`config.mk`:
```
export PLATFORM = sky130hd
export DESIGN_NAME = gpt_top
export DESIGN_NICKNAME = d
export VERILOG_FILES = /design/src/design/gpt_pkg.sv /design/src/design/gpt_one_shot.sv /design/src/design/gpt_top.sv
export SDC_FILE = /design/constraint.sdc
export NUM_CORES = 1
export LEC_CHECK = 0
export ABC_AREA = 1
export BUFFER_PORTS_ARGS = -buffer_cell sky130_fd_sc_hd__clkbuf_2
export CAP_MARGIN = 40
export CORE_ASPECT_RATIO = 1.1
export CORE_MARGIN = 2
export CORE_UTILIZATION = 65
export CTS_CLUSTER_DIAMETER = 150
export DETAILED_ROUTE_END_ITERATION = 10
export PLACE_DENSITY_LB_ADDON = 0.1
export SLEW_MARGIN = 25
export SYNTH_ARGS = -nofsm -noshare
export SYNTH_HDL_FRONTEND = slang
export SYNTH_HIERARCHICAL = 1
export SYNTH_SLANG_ARGS = --single-unit
export TNS_END_PERCENT = 10
```
`constraint.sdc`:
```
create_clock -name i_clk -period 4.3 [get_ports i_clk]
set_input_delay 0.215 -clock i_clk [delete_from_list [all_inputs] [get_ports i_clk]]
set_output_delay 0.215 -clock i_clk [all_outputs]
set_load 0.02 [all_outputs]
```
`src/design/gpt_pkg.sv`:
```
// package: constants for the game port timer readout block
package gpt_pkg;
  localparam logic [9:0] PORT_ADDR      = 10'h201;
  localparam int         ADDR_W         = 10;
  localparam int         DATA_W         = 8;
  localparam int         NCH            = 4;
  localparam int         BTN_LSB        = 4;
  localparam int         TMR_LSB        = 0;
  localparam int         CLK_HZ         = 40000000;
  // base interval in nanoseconds and slope in picoseconds per ohm
  localparam int         BASE_NS        = 24200;
  localparam int         SLOPE_PS_OHM   = 11000;
  localparam int         RES_MAX_OHM    = 100000;
  localparam int         BASE_CYC       = (BASE_NS * (CLK_HZ / 1000000)
                                           + 999) / 1000;
  localparam int         CNT_W          = 16;
  localparam int         RES_W          = 17;
  // cycles per ohm as a 16.16 fixed point factor
  localparam longint     SLOPE_FX       = (64'(SLOPE_PS_OHM) * CLK_HZ
                                           * 65536) / 64'd1000000000000;
  localparam int         FX_SH          = 16;
endpackage

```
`src/design/gpt_one_shot.sv`:
```
// one channel position timer: down-counter loaded on fire
`timescale 1ns/1ps
module gpt_one_shot #(
  parameter int CNT_W = gpt_pkg::CNT_W
) (
  input  wire logic             i_clk,
  input  wire logic             i_rst_n,
  input  wire logic             i_ce,
  input  wire logic             i_fire,
  input  wire logic [CNT_W-1:0] i_load,
  output logic                  o_busy
);
  typedef struct packed {
    logic [CNT_W-1:0] cnt;
  } gpt_os_t;

  gpt_os_t st_r;
  gpt_os_t st_nxt;

  always_comb begin
    st_nxt = st_r;
    if (i_fire) begin
      st_nxt.cnt = i_load;
    end else if (st_r.cnt != '0) begin
      st_nxt.cnt = st_r.cnt - 1'b1;
    end
  end

  always_ff @(posedge i_clk or negedge i_rst_n) begin
    if (!i_rst_n) begin
      st_r <= '0;
    end else if (i_ce) begin
      st_r <= st_nxt;
    end
  end

  assign o_busy = (st_r.cnt != '0);

  a_busy_after_fire: assert property (
    @(posedge i_clk) disable iff (!i_rst_n)
    i_ce && i_fire && i_load != '0 |=> o_busy)
    else $error("timer not busy after fire");

  a_load_value: assert property (
    @(posedge i_clk) disable iff (!i_rst_n)
    i_ce && i_fire |=> st_r.cnt == $past(i_load))
    else $error("timer count not loaded on fire");
endmodule // gpt_one_shot

```
`src/design/gpt_top.sv`:
```
// top: game port select, data driver and four position timers
// Function
// - Select only when address is 0x201 and DMA hold is inactive.
// - Compare all ten address lines, bits 9 to 0.
// - DMA hold active forces select off and data driver off.
// - Drive data bus only during a selected read, else released.
// - Selected write fires timers; selected read returns buttons and timers.
// - Buttons appear on data bits 7 to 4.
// - Open button reads 1, grounded button reads 0.
// - No debounce in hardware; software filters bounce.
// - Any write to the port fires all four timers, data ignored.
// - Timer outputs appear on data bits 3 to 0.
// - All timer bits rise together, fall independently.
// - Interval is 24.2 us plus 0.011 us per ohm, 0 to 100k.
`timescale 1ns/1ps
module gpt_top #(
  parameter int NCH   = gpt_pkg::NCH,
  parameter int RES_W = gpt_pkg::RES_W,
  parameter int CNT_W = gpt_pkg::CNT_W
) (
  // clock, reset and freeze
  input  wire logic                       i_clk,
  input  wire logic                       i_rst_n,
  input  wire logic                       i_ce,
  // host i/o channel
  input  wire logic [gpt_pkg::ADDR_W-1:0] i_port_address_lines,
  input  wire logic                       i_dma_address_hold,
  input  wire logic                       i_port_read_strobe_n,
  input  wire logic                       i_port_write_strobe_n,
  input  wire logic [gpt_pkg::DATA_W-1:0] i_host_data_lines,
  output logic      [gpt_pkg::DATA_W-1:0] o_host_data_lines,
  output logic                            o_host_data_oe,
  // far side: button levels and resistance codes per channel
  input  wire logic [NCH-1:0]             i_button_n,
  input  wire logic [NCH*RES_W-1:0]       i_res_ohm
);
  // ****************************************************************
  // state
  // ****************************************************************
  typedef struct packed {
    logic [NCH-1:0] btn_s1;
    logic [NCH-1:0] btn_s2;
    logic [NCH-1:0] btn_s3;
    logic [NCH-1:0] btn;
    logic [2:0]     wr_s;
    logic           wr_act;
    logic [gpt_pkg::DATA_W-1:0] dout;
    // length of the running high interval per channel; feeds only the
    // range checks, so synthesis is free to prune it
    logic [NCH-1:0][CNT_W-1:0] mon_len;
  } gpt_st_t;

  gpt_st_t st_r;
  gpt_st_t st_nxt;

  // ****************************************************************
  // interval arithmetic
  // ****************************************************************
  // shortest and longest interval in cycles, for the range checks
  localparam int LEN_MIN = gpt_pkg::BASE_CYC;
  localparam int LEN_MAX = gpt_pkg::BASE_CYC
                           + int'((longint'(gpt_pkg::RES_MAX_OHM)
                                   * gpt_pkg::SLOPE_FX) >>> gpt_pkg::FX_SH);

  // codes above full scale are clipped: a broken pot then reads as
  // the longest interval rather than wrapping to a short one
  function automatic logic [RES_W-1:0] gpt_clamp(
    input logic [RES_W-1:0] r
  );
    if (r > RES_W'(gpt_pkg::RES_MAX_OHM)) begin
      gpt_clamp = RES_W'(gpt_pkg::RES_MAX_OHM);
    end else begin
      gpt_clamp = r;
    end
  endfunction

  // slope part of the interval; the fixed point product is floored,
  // so a channel at full scale runs two cycles short of the exact figure
  function automatic longint gpt_scale(input logic [RES_W-1:0] r);
    gpt_scale = (longint'(gpt_clamp(r)) * gpt_pkg::SLOPE_FX)
                >>> gpt_pkg::FX_SH;
  endfunction

  // cycles for one channel: base plus slope times resistance
  function automatic logic [CNT_W-1:0] gpt_cycles(
    input logic [RES_W-1:0] r
  );
    gpt_cycles = CNT_W'(gpt_scale(r) + gpt_pkg::BASE_CYC);
  endfunction

  // ****************************************************************
  // decode
  // ****************************************************************
  logic           sel;
  logic           wr_rise;
  logic           fire;
  logic [NCH-1:0] busy;

  // address and hold are sampled raw: they are stable for the whole
  // strobe, and only the write strobe is synchronised; the read strobe is used raw
  assign sel = (i_port_address_lines == gpt_pkg::PORT_ADDR)
               && !i_dma_address_hold;

  // leading edge of the write strobe, once the second and third stage
  // agree; built from registered state only, so the next-state logic
  // below may use it without a loop through itself
  assign wr_rise = (st_r.wr_s[1] == st_r.wr_s[2]) && st_r.wr_s[2]
                   && !st_r.wr_act;

  // one fire per write strobe; the written byte is never looked at
  assign fire = sel && wr_rise;

  always_comb begin
    st_nxt = st_r;
    // button pins: three stages, a change counts on agreement
    st_nxt.btn_s1 = i_button_n;
    st_nxt.btn_s2 = st_r.btn_s1;
    st_nxt.btn_s3 = st_r.btn_s2;
    // plain level pass, no debounce filter beyond the synchroniser:
    // contact bounce reaches the host and software must filter it
    if (st_r.btn_s2 == st_r.btn_s3) begin
      st_nxt.btn = st_r.btn_s3;
    end
    // write strobe: same three stages as the buttons
    st_nxt.wr_s = {st_r.wr_s[1:0], !i_port_write_strobe_n};
    if (st_r.wr_s[1] == st_r.wr_s[2]) begin
      st_nxt.wr_act = st_r.wr_s[2];
    end
    // read data is refreshed every cycle, so a polling host sees each
    // timer bit fall one cycle after its counter empties
    st_nxt.dout[gpt_pkg::BTN_LSB +: NCH] = st_r.btn;
    st_nxt.dout[gpt_pkg::TMR_LSB +: NCH] = busy;
    // interval monitor for the range checks; restarts on fire so a
    // re-trigger is measured from its own start
    for (int c = 0; c < NCH; c++) begin
      if (fire || !busy[c]) begin
        st_nxt.mon_len[c] = '0;
      end else begin
        st_nxt.mon_len[c] = st_r.mon_len[c] + 1'b1;
      end
    end
  end

  // buttons reset to the open level so no false press follows reset;
  // a low clock enable freezes every stage, timers included
  always_ff @(posedge i_clk or negedge i_rst_n) begin
    if (!i_rst_n) begin
      st_r <= '{btn_s1: '1, btn_s2: '1, btn_s3: '1, btn: '1,
                default: '0};
    end else if (i_ce) begin
      st_r <= st_nxt;
    end
  end

  // ****************************************************************
  // timers
  // ****************************************************************
  // all channels share one fire, so they rise in the same cycle and
  // each falls when its own count runs out
  genvar g;
  generate
    for (g = 0; g < NCH; g++) begin : g_ch
      gpt_one_shot #(.CNT_W(CNT_W)) u_os (
        .i_clk  (i_clk),
        .i_rst_n(i_rst_n),
        .i_ce   (i_ce),
        .i_fire (fire),
        .i_load (gpt_cycles(i_res_ohm[g*RES_W +: RES_W])),
        .o_busy (busy[g])
      );
    end
  endgenerate

  // ****************************************************************
  // data driver
  // ****************************************************************
  assign o_host_data_lines = st_r.dout;
  // enable is combinational on the raw strobe so the bus is released
  // as soon as the read ends
  assign o_host_data_oe = sel && !i_port_read_strobe_n;

  // ****************************************************************
  // bus checks
  // ****************************************************************
  a_hold_no_drive: assert property (
    @(posedge i_clk) disable iff (!i_rst_n)
    i_dma_address_hold |-> !o_host_data_oe)
    else $error("driver on while dma hold active");

  a_drive_only_sel: assert property (
    @(posedge i_clk) disable iff (!i_rst_n)
    o_host_data_oe |-> i_port_address_lines == gpt_pkg::PORT_ADDR
                       && !i_port_read_strobe_n)
    else $error("driver on outside port read");

  a_drive_on_read: assert property (
    @(posedge i_clk) disable iff (!i_rst_n)
    sel && !i_port_read_strobe_n |-> o_host_data_oe)
    else $error("driver off during port read");

  a_no_drive_idle: assert property (
    @(posedge i_clk) disable iff (!i_rst_n)
    i_port_read_strobe_n |-> !o_host_data_oe)
    else $error("driver on without read strobe");

  a_no_fire_hold: assert property (
    @(posedge i_clk) disable iff (!i_rst_n)
    i_dma_address_hold |-> !fire)
    else $error("fire while dma hold active");

  a_fire_needs_addr: assert property (
    @(posedge i_clk) disable iff (!i_rst_n)
    fire |-> i_port_address_lines == gpt_pkg::PORT_ADDR)
    else $error("fire from a foreign address");

  a_fire_single: assert property (
    @(posedge i_clk) disable iff (!i_rst_n)
    i_ce && fire |=> !fire)
    else $error("one write strobe fired twice");

  a_fire_wr_edge: assert property (
    @(posedge i_clk) disable iff (!i_rst_n)
    fire |-> !st_r.wr_act && st_r.wr_s[2])
    else $error("fire without a write strobe edge");

  // ****************************************************************
  // data checks
  // ****************************************************************
  a_data_bits: assert property (
    @(posedge i_clk) disable iff (!i_rst_n)
    i_ce |=> o_host_data_lines[gpt_pkg::TMR_LSB +: NCH] == $past(busy))
    else $error("timer bits wrong on data bus");

  a_btn_bits: assert property (
    @(posedge i_clk) disable iff (!i_rst_n)
    i_ce |=> o_host_data_lines[gpt_pkg::BTN_LSB +: NCH] == $past(st_r.btn))
    else $error("button bits wrong on data bus");

  a_btn_filter: assert property (
    @(posedge i_clk) disable iff (!i_rst_n)
    st_nxt.btn != st_r.btn |-> st_r.btn_s2 == st_r.btn_s3)
    else $error("button level taken before stages agree");

  a_data_freeze: assert property (
    @(posedge i_clk) disable iff (!i_rst_n)
    !i_ce |=> $stable(o_host_data_lines))
    else $error("read data moved while frozen");

  // ****************************************************************
  // timer checks
  // ****************************************************************
  a_fire_all_busy: assert property (
    @(posedge i_clk) disable iff (!i_rst_n)
    i_ce && fire |=> busy == '1)
    else $error("timers did not rise together");

  a_base_len: assert property (
    @(posedge i_clk) disable iff (!i_rst_n)
    i_ce && fire && i_res_ohm[RES_W-1:0] == '0 |=> busy[0][*8])
    else $error("timer interval too short");

  a_busy_freeze: assert property (
    @(posedge i_clk) disable iff (!i_rst_n)
    !i_ce |=> $stable(busy))
    else $error("timer moved while frozen");

  generate
    for (g = 0; g < NCH; g++) begin : g_chk
      a_rise_on_fire: assert property (
        @(posedge i_clk) disable iff (!i_rst_n)
        $rose(busy[g]) |-> $past(fire))
        else $error("timer rose without a fire");

      a_stay_low: assert property (
        @(posedge i_clk) disable iff (!i_rst_n)
        !busy[g] && !fire |=> !busy[g])
        else $error("idle timer rose by itself");

      a_len_min: assert property (
        @(posedge i_clk) disable iff (!i_rst_n)
        $fell(busy[g]) |-> st_r.mon_len[g] >= CNT_W'(LEN_MIN))
        else $error("timer interval below base length");

      a_len_max: assert property (
        @(posedge i_clk) disable iff (!i_rst_n)
        busy[g] |-> st_r.mon_len[g] <= CNT_W'(LEN_MAX))
        else $error("timer interval beyond full scale");
    end
  endgenerate
endmodule // gpt_top

```
==> flow_summary_export.csv <==
group,metric,value,unit
worst_hold_path,min-delay-path-class,"input port to register",
timing,setup_viol_count_final,64,
logic_synthesis,avgSynthCellArea,6.78,um^2
finish,flow.area_growth_from_synthesis,23.6,%
place,place.port_buffers,96,
timing,final_critical_path_setup_slack,-1.75,ns
timing,fmax,0.165,GHz
floorplanning,ioPinCount,105,
logic_synthesis,synth_cells,4155,
critical_path,critPathLaunchType,"input port",
finish,finish.instance_area,34800,um^2
drt,post-route-drc-count,0,
cts,max-clock-path-buffers,2,
critical_path,worst-endpoint-required,4.53,ns
drt,vias,27400,
place,gp_congestion,0.925,
critical_path,cp_most_frequent_cell,"inv_1",
floorplanning,std_cell_rows,80,
timing,rsz0062_at_grt,"yes",
finish,num-nets-final,5678,
timing,clock-skew-final,0.0175,ns
critical_path,critPathCaptureType,"register",
logic_synthesis,count_of_flip_flops_with_a_built_in_enable_after_synthesis,0,
logic_synthesis,synthesis.nets,5048,
timing,slew_headroom,46.4,%
drt,viasPerCell,5.11,
cts,clock_sinks,92,
timing,timing_worst_slew_pin_value,0.803,ns
floorplanning,core-area,43000,um^2
timing,finalMaxSlewViolations,0,
critical_path,crit_path_max_fanout,8,
floorplanning,die_h,222,um
cts,cts_buf_count,9,
critical_path,worst_endpoint_data_arrival_time,6.28,ns
critical_path,cp_slowest_cell,"fa_1",
drt,drtPass1Iterations,5,
critical_path,criticalPathCategory,"input port to register",
timing,hold_viol_final,0,
finish,n_antenna_cell,0,
global_route,global_route.overflow_total,0,
logic_synthesis,synth.lib_cells_used.distinct,51,
drt,wirelength,71500,um
global_route,number_of_antenna_violations_at_the_first_check_in_global_routing,0,
global_route,grt_start_max_net_pins,63,
place,dpl_cell_area,33600,um^2
place,dp_hpwl,60900,um
drt,drt_iter0_drcs,1341,
flow_run,timing.max_cap.violations,0,
logic_synthesis,postSynth.asyncResetShare,100,%
outcome,outcome,"finished with violations",
cts,cell_at_the_root_of_the_clock_tree,"clkbuf_16",
drt,detail-route-antenna-nets,0,
timing,fin_crit_sh,141,%
logic_synthesis,ys.warnings.count,6,
cts,tritoncts,"yes",
timing,fin_setup_tns,-87.92,ns
logic_synthesis,syn_area,28200,um^2
floorplanning,initial_core_util,65.5,%
global_route,grt_first_pass_wirelength,122000,um
finish,drive_above_1_share,23.4,%
cts,cts.htree.levels,3,
global_route,first_global_vias,28100,
logic_synthesis,synth.top_cells.by_area,"ha_1 25%, fa_1 16%, nand2_1 16%",
floorplanning,die_w,203,um
logic_synthesis,synth_top_area_cell,"ha_1",
place,placedCellCount,5334,
drt,routed_wire_length_per_instance,13.3,um
finish,final-instance-count-excl-fill,5364,
logic_synthesis,synthFlopType,"dfrtp_1",
logic_synthesis,yosys_top_cell_area_share,25.4,%
global_route,globalRouteTotalUtil,32.3,%
outcome,violations_in_the_final_reports,"negative setup slack",
timing,timing.final.crit_period,6.05,ns
floorplanning,die_area,45000,um^2
cts,clk_pin_slew_worst_paths,0.08,ns
critical_path,crit_path_max_incr_delay,0.50,ns
logic_synthesis,yosysSeqAreaShare,8.24,%
logic_synthesis,yosys_reg_bits,92,
cts,clock_latency,0.35,ns
-- synthesized netlist by cell type, types with 3 or more instances --
cell type and count:
a21o_1 4, xor2_1 23, ha_1 573, nor3_1 22, o21bai_1 10, inv_4 4
dfrtp_1 76, inv_1 954, nand4_1 40, inv_2 18, o31ai_1 4, clkbuf_1 12
buf_2 9, buf_4 12, fa_1 224, dfstp_2 16, xnor2_1 30, nor2_1 343
and3_1 3, buf_8 4, nand3_2 29, nor2_2 34, nand2_2 55, or2_2 13
nor3_2 4, clkinv_1 4, nand3_1 186, nand3b_1 17, a21oi_1 94, nor2_4 16
buf_6 4, o21ai_2 9, o21ai_0 78, nand2_4 6, nor4_1 9, nand2_1 1185
a31oi_1 12
-- layout by cell type (no fill, tap or decap), types with 6 or more instances in the layout --
master and n:
nand2_2 114, or2_2 10, ha_1 553, inv_4 8, nand3_2 33, a31oi_1 6, xor2_1 19, o21ai_2 10
dfstp_2 16, nand3b_1 17, nand4_1 40, fa_1 222, a21oi_2 16, nand2_1 1111, clkbuf_2 94, xnor2_2 6
o21ai_1 15, o21ai_0 63, buf_4 560, nor2_1 293, nor2_4 46, nor3_1 18, inv_2 55, dfrtp_1 76
nand2_4 21, xnor2_1 24, o21bai_1 10, nand3_1 180, nor3_2 8, inv_1 911, nor4_1 7, nor2_2 54
ha_4 17, a21oi_1 78, clkbuf_16 10
-- kinds of logic after synthesis --
| logic type | count (synthesis) | share of synthesized area [%] |
|---|---|---|
| and+or+nand+nor | 1971 | 30.3 |
| AOI/OAI and AO/OA | 221 | 4.34 |
| xor gates and xnor gates | 53 | 1.65 |
| buffers and inverters | 1021 | 14.1 |
| adders and majority gates | 797 | 41.4 |
| DFF | 92 | 8.24 |
-- registers in the layout, summed over array words and instances, names as in the netlist --
signal             cells
st_nxt                14
g_ch.u_os/st_r        64
st_r                   6
o_host_data_lines      8
-- layer usage --
| metal | vias up | track usage, % | wire [um] |
|---|---|---|---|
| met4 | 0 | 11.5 | 2690 |
| met5 | - | 0 | 0 |
| met3 | 196 | 2.17 | 2050 |
| met1 | 12700 | 36.8 | 29100 |
| li1 | 14000 | - | - |
| met2 | 564 | 62.6 | 37700 |
-- critical path: cells and delay by family --
family	cells	cell delay, ns
AND/OR/NAND/NOR	19	1.66
buffers and inverters	10	0.77
AO/OA/AOI/OAI	3	0.44
adder cells (fa/ha/maj)	8	3.19
-- through the flow --
| stage | util, % | setup WS [ns] | hold slack, ns |
|---|---|---|---|
| 6_report | 80.9 | -1.75 | 0.0489 |
| 3_3_place_gp | 78.2 | -2.07 | 0.348 |
| 4_1_cts | 80.0 | -1.77 | 0.0473 |
| 2_1_floorplan | - | -1.71 | -0.0806 |
| 5_1_grt | 80.9 | -2.11 | 0.0512 |
| 3_5_place_dp | 78.2 | -2.25 | 0.352 |
-- cell type report --
class / instances / area, um^2
timing repair buffer: 660 / 4770
sequential: 92 / 2320
tap: 574 / 718
fill: 3116 / 8220
inverter: 980 / 3720
clock inverter: 6 / 68.8
multi-input combinational: 3042 / 23000
clock buffer: 10 / 250
-- timing repair --
action / CTS / global route
hold buffers: 1 / 0
resized for setup: 108 / 95
endpoints found under the hold margin: 21 / 0
setup endpoints to repair: 64 / 64
setup buffers: 9 / 3
pin swaps: 79 / 30
gates cloned: 0 / 0
-- path summary, 6_finish.rpt --
path,start,endpoint,cells after the start,slack [ns]
hold reg to reg,st_nxt[84],st_nxt[84],2,0.47
max in group asynchronous,i_rst_n,g_ch[1].u_os/st_r[12],4,3.07
setup / recovery,i_res_ohm[42],g_ch[2].u_os/st_r[11],40,-1.75
hold / removal,i_button_n[0],st_nxt[84],3,0.05
min in group asynchronous,i_rst_n,o_host_data_lines[7],2,0.24
setup reg to reg,st_nxt[75],g_ch[3].u_os/st_r[11],9,1.57
Power is left out: the tool's default activity adds up to more than one toggle a clock period on the data nets, which glitch-free logic cannot reach.
